**src/pcs_pkg.sv**
```systemverilog
// Package with addresses, field positions, reset values and modes for the pulse sequencer
package pcs_pkg;
   // Pattern register of the first time slot and the stride to each later slot
   localparam logic [15:0] PCS_PAT_BASE_ADDR   = 16'h010D;
   localparam logic [15:0] PCS_SLOT_STRIDE     = 16'h0020;
   localparam int          PCS_NUM_SLOTS       = 12;
   localparam logic [15:0] PCS_PAT_RESET       = 16'h0000;
   // Field positions inside the pattern register
   localparam int          PCS_REV_LSB         = 0;
   localparam int          PCS_NEG_LSB         = 4;
   localparam int          PCS_GROUP_LEN       = 4;
   // Midscale offset added to the final result
   localparam logic [15:0] PCS_MIDSCALE_CODES  = 16'h0800;
   // Connection modulation types
   localparam logic [1:0]  PCS_MOD_CONTINUOUS  = 2'h0;
   localparam logic [1:0]  PCS_MOD_FLOAT       = 2'h1;
   localparam logic [1:0]  PCS_MOD_PRECON      = 2'h2;
   // Sequencer states, one-hot
   typedef enum logic [2:0] {
      PCS_ST_IDLE = 3'b001,
      PCS_ST_RUN  = 3'b010,
      PCS_ST_DONE = 3'b100
   } pcs_state_e;
endpackage : pcs_pkg

```
**src/pcs_pattern_bank.sv**
```systemverilog
// Per-slot pattern registers with address decode and read-back
`timescale 1ns/1ps
module pcs_pattern_bank
   import pcs_pkg::*;
#(
   parameter int NUM_SLOTS = PCS_NUM_SLOTS
) (
   // Clock and reset
   input  wire logic        i_mclk,
   input  wire logic        i_rst_n,
   // Register access
   input  wire logic        i_wr,
   input  wire logic [15:0] i_addr,
   input  wire logic [15:0] i_wdata,
   output logic      [15:0] o_rdata,
   // Pattern of the slot being sequenced
   input  wire logic [3:0]  i_slot,
   output logic      [15:0] o_sel_pattern
);
   typedef struct packed {
      logic [NUM_SLOTS-1:0][15:0] pat;
      logic [15:0]                rdata;
   } pcs_bank_s;

   pcs_bank_s              bank_ff;
   pcs_bank_s              nxt_bank;
   logic [NUM_SLOTS-1:0]   w_hit;

   ////////////////////////////////////////////////////////////////////////////
   // One address comparator per slot, each copy a fixed stride above the last
   genvar g;
   generate
      for (g = 0; g < NUM_SLOTS; g++) begin : g_dec
         assign w_hit[g] = (i_addr == 16'(PCS_PAT_BASE_ADDR + g * PCS_SLOT_STRIDE));
      end
   endgenerate

   ////////////////////////////////////////////////////////////////////////////
   // Writes land in the decoded slot; unmapped reads return zero
   always_comb begin
      nxt_bank       = bank_ff;
      nxt_bank.rdata = 16'h0000;
      for (int s = 0; s < NUM_SLOTS; s++) begin
         if (w_hit[s]) begin
            nxt_bank.rdata = bank_ff.pat[s];
            if (i_wr) begin
               nxt_bank.pat[s] = i_wdata;
            end
         end
      end
   end

   // Register the whole state
   always_ff @(posedge i_mclk) begin
      if (!i_rst_n) begin
         bank_ff.pat   <= {NUM_SLOTS{PCS_PAT_RESET}};
         bank_ff.rdata <= 16'h0000;
      end else begin
         bank_ff <= nxt_bank;
      end
   end

   assign o_rdata       = bank_ff.rdata;
   // Out-of-range slot numbers see an all-zero pattern
   assign o_sel_pattern = (32'(i_slot) < NUM_SLOTS) ? bank_ff.pat[i_slot] : 16'h0000;
endmodule : pcs_pattern_bank

```
**src/pcs_pulse_chop_seq.sv**
```systemverilog
// Pulse chopping, accumulation and input-connection sequencer for one receive path
// Operation
// - Reverse bit swaps integrator phase order per pulse
// - Negate bit subtracts pulse result, else adds
// - Patterns repeat over every group of four
// - Midscale bit adds 2048 to final result
// - Pattern register copies per slot at stride
// - Type zero: continuous connection after precondition
// - Type one: connect only during pulse, float
// - Type two: connect in pulse, precondition between
// - Float: precondition, float, then reconnect to integrate
// - Float mode bypasses the bandpass filter
// - Float integrates charge in negative phase
// - Single integration: repeat count is pulse total
// - Exactly one result write per sample
`timescale 1ns/1ps
module pcs_pulse_chop_seq
   import pcs_pkg::*;
#(
   parameter int DATA_W    = 14,
   parameter int ACC_W     = 24,
   parameter int NUM_SLOTS = PCS_NUM_SLOTS
) (
   // Clock and reset
   input  wire logic              i_mclk,
   input  wire logic              i_rst_n,
   // Register access port
   input  wire logic              i_reg_wr,
   input  wire logic [15:0]       i_reg_addr,
   input  wire logic [15:0]       i_reg_wdata,
   output logic      [15:0]       o_reg_rdata,
   // Per-sample configuration of the active slot
   input  wire logic [3:0]        i_slot,
   input  wire logic [7:0]        i_num_int,
   input  wire logic [7:0]        i_num_repeat,
   input  wire logic [1:0]        i_connect_modulation_type,
   input  wire logic              i_midscale_add_bit,
   // Timing events from the slot timer
   input  wire logic              i_sample_start,
   input  wire logic              i_precon_active,
   input  wire logic              i_mod_pulse,
   input  wire logic              i_pulse_done,
   input  wire logic [DATA_W-1:0] i_pulse_data,
   // Analog path control
   output logic                   o_integ_reverse,
   output logic                   o_amp_connect,
   output logic                   o_precon_drive,
   output logic                   o_bpf_bypass,
   output logic                   o_integ_neg_only,
   // Sample result
   output logic [ACC_W-1:0]       o_result,
   output logic                   o_result_valid,
   output logic                   o_busy
);
   typedef struct packed {
      pcs_state_e        st;
      logic [1:0]        pos;
      logic [15:0]       cnt;
      logic [15:0]       total;
      logic [7:0]        pat;
      logic [ACC_W-1:0]  acc;
      logic [ACC_W-1:0]  result;
      logic              valid;
      logic              reverse;
      logic              connect;
      logic              precon;
      logic              bypass;
      logic              neg_only;
      logic              busy;
   } pcs_seq_s;

   pcs_seq_s          seq_ff;
   pcs_seq_s          nxt_seq;
   logic [15:0]       w_sel_pattern;
   logic [ACC_W-1:0]  w_data_ext;
   logic [15:0]       w_total;
   logic [3:0]        w_rev;
   logic [3:0]        w_neg;

   ////////////////////////////////////////////////////////////////////////////
   // Pattern registers, one copy per time slot
   pcs_pattern_bank #(
      .NUM_SLOTS     (NUM_SLOTS)
   ) u_bank (
      .i_mclk        (i_mclk),
      .i_rst_n       (i_rst_n),
      .i_wr          (i_reg_wr),
      .i_addr        (i_reg_addr),
      .i_wdata       (i_reg_wdata),
      .o_rdata       (o_reg_rdata),
      .i_slot        (i_slot),
      .o_sel_pattern (w_sel_pattern)
   );

   ////////////////////////////////////////////////////////////////////////////
   // Pulse total and field split; the pattern is frozen at sample start so a
   // register write mid-sample cannot break group alignment
   assign w_total    = (i_num_int == 8'h01) ? {8'h00, i_num_repeat}
                     : 16'(16'(i_num_repeat) * 16'(i_num_int));
   // Converter codes are unsigned; zero extension keeps them positive, but
   // very long samples of full-scale codes can wrap the signed accumulator
   assign w_data_ext = ACC_W'(i_pulse_data);
   assign w_rev      = seq_ff.pat[PCS_REV_LSB +: PCS_GROUP_LEN];
   assign w_neg      = seq_ff.pat[PCS_NEG_LSB +: PCS_GROUP_LEN];

   ////////////////////////////////////////////////////////////////////////////
   // Next-state logic
   always_comb begin
      nxt_seq       = seq_ff;
      nxt_seq.valid = 1'b0;

      // Input connection per modulation type; an unused code behaves as type 0
      // The connection follows its inputs one cycle late and is not tied to
      // the sample state, so the slot timer alone decides the connect windows
      unique case (i_connect_modulation_type)
         PCS_MOD_FLOAT: begin
            nxt_seq.precon   = i_precon_active;
            nxt_seq.connect  = !i_precon_active && i_mod_pulse;
            nxt_seq.bypass   = 1'b1;
            nxt_seq.neg_only = 1'b1;
         end
         PCS_MOD_PRECON: begin
            nxt_seq.precon   = i_precon_active || !i_mod_pulse;
            nxt_seq.connect  = !i_precon_active && i_mod_pulse;
            nxt_seq.bypass   = 1'b0;
            nxt_seq.neg_only = 1'b0;
         end
         default: begin
            nxt_seq.precon   = i_precon_active;
            nxt_seq.connect  = !i_precon_active;
            nxt_seq.bypass   = 1'b0;
            nxt_seq.neg_only = 1'b0;
         end
      endcase

      // Sample sequencing
      unique case (seq_ff.st)
         PCS_ST_IDLE: begin
            if (i_sample_start) begin
               nxt_seq.pat   = w_sel_pattern[7:0];
               nxt_seq.total = w_total;
               nxt_seq.pos   = 2'h0;
               nxt_seq.cnt   = 16'h0000;
               nxt_seq.acc   = '0;
               nxt_seq.busy  = 1'b1;
               nxt_seq.st    = (w_total == 16'h0000) ? PCS_ST_DONE : PCS_ST_RUN;
            end
         end
         PCS_ST_RUN: begin
            if (i_pulse_done) begin
               if (w_neg[seq_ff.pos]) begin
                  nxt_seq.acc = seq_ff.acc - w_data_ext;
               end else begin
                  nxt_seq.acc = seq_ff.acc + w_data_ext;
               end
               nxt_seq.pos = seq_ff.pos + 2'h1;
               nxt_seq.cnt = seq_ff.cnt + 16'h0001;
               if (seq_ff.cnt + 16'h0001 == seq_ff.total) begin
                  nxt_seq.st = PCS_ST_DONE;
               end
            end
         end
         PCS_ST_DONE: begin
            // Single write of the final value, midscale added once at the end
            // Adding it here rather than at start keeps the running sum free of it
            nxt_seq.result = i_midscale_add_bit
                           ? seq_ff.acc + ACC_W'(PCS_MIDSCALE_CODES)
                           : seq_ff.acc;
            nxt_seq.valid  = 1'b1;
            nxt_seq.busy   = 1'b0;
            nxt_seq.st     = PCS_ST_IDLE;
         end
         default: begin
            nxt_seq.st   = PCS_ST_IDLE;
            nxt_seq.busy = 1'b0;
         end
      endcase

      // Integrator phase order for the upcoming pulse; taken from the next
      // state so the order is in place on the edge the position moves, and
      // forced low outside a sample so an idle integrator keeps its default
      nxt_seq.reverse = (nxt_seq.st == PCS_ST_RUN)
                      && nxt_seq.pat[PCS_REV_LSB + 32'(nxt_seq.pos)];
   end

   ////////////////////////////////////////////////////////////////////////////
   // State register
   always_ff @(posedge i_mclk) begin
      if (!i_rst_n) begin
         seq_ff.st       <= PCS_ST_IDLE;
         seq_ff.pos      <= 2'h0;
         seq_ff.cnt      <= 16'h0000;
         seq_ff.total    <= 16'h0000;
         seq_ff.pat      <= 8'h00;
         seq_ff.acc      <= '0;
         seq_ff.result   <= '0;
         seq_ff.valid    <= 1'b0;
         seq_ff.reverse  <= 1'b0;
         seq_ff.connect  <= 1'b0;
         seq_ff.precon   <= 1'b0;
         seq_ff.bypass   <= 1'b0;
         seq_ff.neg_only <= 1'b0;
         seq_ff.busy     <= 1'b0;
      end else begin
         seq_ff <= nxt_seq;
      end
   end

   ////////////////////////////////////////////////////////////////////////////
   // Outputs straight from the state register
   assign o_integ_reverse  = seq_ff.reverse;
   assign o_amp_connect    = seq_ff.connect;
   assign o_precon_drive   = seq_ff.precon;
   assign o_bpf_bypass     = seq_ff.bypass;
   assign o_integ_neg_only = seq_ff.neg_only;
   assign o_result         = seq_ff.result;
   assign o_result_valid   = seq_ff.valid;
   assign o_busy           = seq_ff.busy;
endmodule : pcs_pulse_chop_seq

```
**config.mk**
```make
export PLATFORM = sky130hd
export DESIGN_NAME = pcs_pulse_chop_seq
export DESIGN_NICKNAME = d
export VERILOG_FILES = /design/src/pcs_pkg.sv /design/src/pcs_pattern_bank.sv /design/src/pcs_pulse_chop_seq.sv
export SDC_FILE = /design/constraint.sdc
export NUM_CORES = 1
export LEC_CHECK = 0
export ABC_AREA = 1
export BUFFER_PORTS_ARGS = -buffer_cell sky130_fd_sc_hd__buf_4
export CAP_MARGIN = 5
export CORE_UTILIZATION = 40
export DETAILED_ROUTE_END_ITERATION = 6
export GPL_ROUTABILITY_DRIVEN = 1
export PLACE_DENSITY = 0.63
export SYNTH_ARGS = -nofsm -noshare
export SYNTH_HDL_FRONTEND = slang
export SYNTH_SLANG_ARGS = --single-unit
```
**constraint.sdc**
```tcl
create_clock -name i_mclk -period 5.75 [get_ports i_mclk]
set_input_delay 0.2875 -clock i_mclk [delete_from_list [all_inputs] [get_ports i_mclk]]
set_output_delay 0.2875 -clock i_mclk [all_outputs]
set_load 0.005 [all_outputs]
```
==> out/metrics.yaml <==
status: "finished clean"
regArea_mm2: 0.006146
ys_types: 56
ir_drop_mv: 0.1677
arrival_ns: 4.46
cts_hold_repair.buffers: 0
cts_made_buffers: 37
drv_slew: 0
slew_headroom_pct: 14.00
setup_tns_ns: 0
dp_hpwl_um: 36510
grtUsageTotal_pct: 23.04
cpPeakStageDelay_ns: 0.54
finalWirelength_um: 53760
grt_max_degree: 108
synthTopCellsByArea: "dfxtp_1, nand2_1, o21ai_0"
yosysTopAreaCellShare_pct: 33.99
finalInstanceArea_mm2: 0.02015
cts_setup_buffers: 0
reg2reg_from: "seq_ff[95]"
synth_top_cells_by_count: "nand2_1, inv_1, o21ai_0"
cts.sinks: 307
max_freq_mhz: 244.6
root_buffer: "clkbuf_16"
drc: 0
synth.most_common_cell: "nand2_1"
critPathLaunchType: "input port"
vias: 17050
path_class: "in2reg"
syn2layout_area_growth_pct: 11.47
via_per_inst: 5.302
synth_xor_area_share_pct: 2.028
ys_seq_elements: 307
multi_input_area_mm2: 0.009681
drtIter0Drc: 1406
grt_antenna_before_repair: 0
r2r_cells: 18
critPathLaunch: "i_num_int[7]"
grt-ovfl-total: 0
ys_seq_area_share_pct: 33.99
postPlaceCellArea_mm2: 0.01899
min_period_over_period_pct: 71.10
synth_top_family_by_area: "compound AO/OA/AOI/OAI gates"
clock-skew-final_ns: 0.03338
r2r-end: "seq_ff[45]"
die_h_um: 214.6
endpoint: "seq_ff[98]"
synth-edff-count: 0
setup_viol: 0
first_pass_iters: 6
grt_pass1_vias: 16600
worst_pin_slew_ns: 1.280
synth_mux_area_share_pct: 0
hp-start: "i_precon_active"
maxCapViolCount: 0
whs_ns: 0.04284
cp_max_fo: 9
synth_simple_gate_area_share_pct: 19.62
hold_class: "in2reg"
synthAdderAreaFrac_pct: 8.526
path_clk_slew_ns: 0.06
crit_slowest_cell: "fa_1"
boundaryPins: 123
rrSetupSlack_ns: 2.05
cts_resized: 0
die_w_um: 214.6
syn-mean-instance-area_um2: 6.943
cts_tree: "yes"
antenna_left: 0
io_buffer_count: 122
drive_above_1_share_pct: 9.337
critPathCaptureType: "flop"
synth_compound_area_share_pct: 23.19
antenna_cells: 0
worstPathCellList: "buf_4 -> nand2_1 -> fa_1 -> fa_1 -> fa_1 -> fa_1 -> inv_1 -> ha_1 -> a21oi_1 -> o21ai_1 -> a21oi_1 -> nor2_1 -> o21ai_0 -> nand2_1 -> o21ai_0 -> nand2_1 -> nor3_1 -> nand3_1 -> nand2_1 -> a21oi_1"
fill_cells: 4567
power_density_mw_per_mm2: 271.6
num_rows: 77
hold_viol_final: 0
clock_latency_ns: 0.54
yosys.area.top_type: "dfxtp_1"
syn_inst: 2604
synth_fp_nets: 2781
async_flop_share_pct: 0
ys.warnings.count: 0
synthesis.area_mm2: 0.01808
grt_pass1_wl_um: 86490
fin_nets: 2776
rsz0062_at_grt: "no"
die_area_mm2: 0.04605
yosys_most_used_dff: "dfxtp_1"
core_area_mm2: 0.04441
clk_path_buf_depth: 3
routedWlPerCell_um: 16.72
required_ns: 6.13
leakagePower_uw: 0.008682
routabilityCongestion: 0.8814
cts_max_level: 2
fin_crit_ns: 4.088
start_util_pct: 40.71
[cell families (layout without fill, tap and decap cells)]
| logic type | after synthesis | in the layout |
|---|---|---|
| AOI/OAI and AO/OA | 772 | 772 |
| xor gates and xnor gates | 41 | 41 |
| adders and majority gates | 101 | 101 |
| buffers and inverters | 553 | 573 |
| DFF | 307 | 307 |
| and+or+nand+nor | 830 | 830 |
[cell type report]
class / count / share of cell area (%)
multi-input combinational: 1744 / 48.03
sequential: 307 / 30.50
inverter: 373 / 6.978
clock buffer: 50 / 5.085
timing repair buffer: 136 / 5.066
tap: 592 / 3.675
clock inverter: 14 / 0.6643
[metrics by stage]
stage	util (%)	setup WS (ns)	total power (uW)	instances
after floorplan	-	1.318	2983	2604
after CTS	45.38	1.663	5526	3216
after global placement	42.77	1.081	3233	3152
after detailed placement	42.77	1.120	3243	3152
after global routing	45.38	1.281	5779	3216
final	45.38	1.662	5475	3216
[sequential cells by signal, summed over array words and instances (netlist names)]
register	cells
o_result_valid	1
o_result	24
o_amp_connect	1
o_precon_drive	1
o_busy	1
o_integ_reverse	1
u_bank.bank_ff	192
u_bank.o_rdata	16
seq_ff	69
o_bpf_bypass	1
[worst max-delay path: cells and delay by family]
| family | cells | cell delay, ns |
|---|---|---|
| buffers and inverters | 2 | 0.19 |
| AND/OR/NAND/NOR | 7 | 0.69 |
| adder cells (fa/ha/maj) | 5 | 2.41 |
| AO/OA/AOI/OAI | 6 | 0.89 |
[how the worst min path moves through the flow]
stage                          to  slack [ns]  depth (start not counted)
2_1_floorplan  u_bank.bank_ff[56]        0.42                          2
3_3_place_gp   u_bank.bank_ff[62]        0.43                          2
3_5_place_dp   u_bank.bank_ff[58]        0.44                          2
4_1_cts             o_amp_connect        0.02                          4
5_1_grt             o_amp_connect        0.04                          4
6_report            o_amp_connect        0.04                          4
[cell usage in the layout (no fill, tap or decap), drive strengths merged, types with 13 or more instances in the layout]
cell type,instances
dfxtp,307
nand3,73
xnor2,15
o211ai,13
a31oi,41
nor3,22
fa,37
ha,64
nand2,482
xor2,26
clkinv,15
inv,369
o2111ai,16
buf,136
a211oi,23
o21ai,333
nor2,196
nand4,35
a21oi,302
o22ai,16
clkbuf,50
[power breakdown]
part           internal (uW)  total [uW]  switching (uW)  leakage, uW
Clock                   1340        2280             938     0.000574
Sequential              2160        2180            18.2      0.00248
Combinational            371        1020             651      0.00563
Total                   3870        5470            1610      0.00868
[layer usage]
metal	up-vias	GRT usage (%)	share of wire (%)
met5	-	0	0
met2	509	40.24	48
met3	93	2.936	5.9
met1	7944	29.38	44
met4	0	7.119	2.9
li1	8505	-	-
Note: power is estimated with default switching activity, not from simulation.
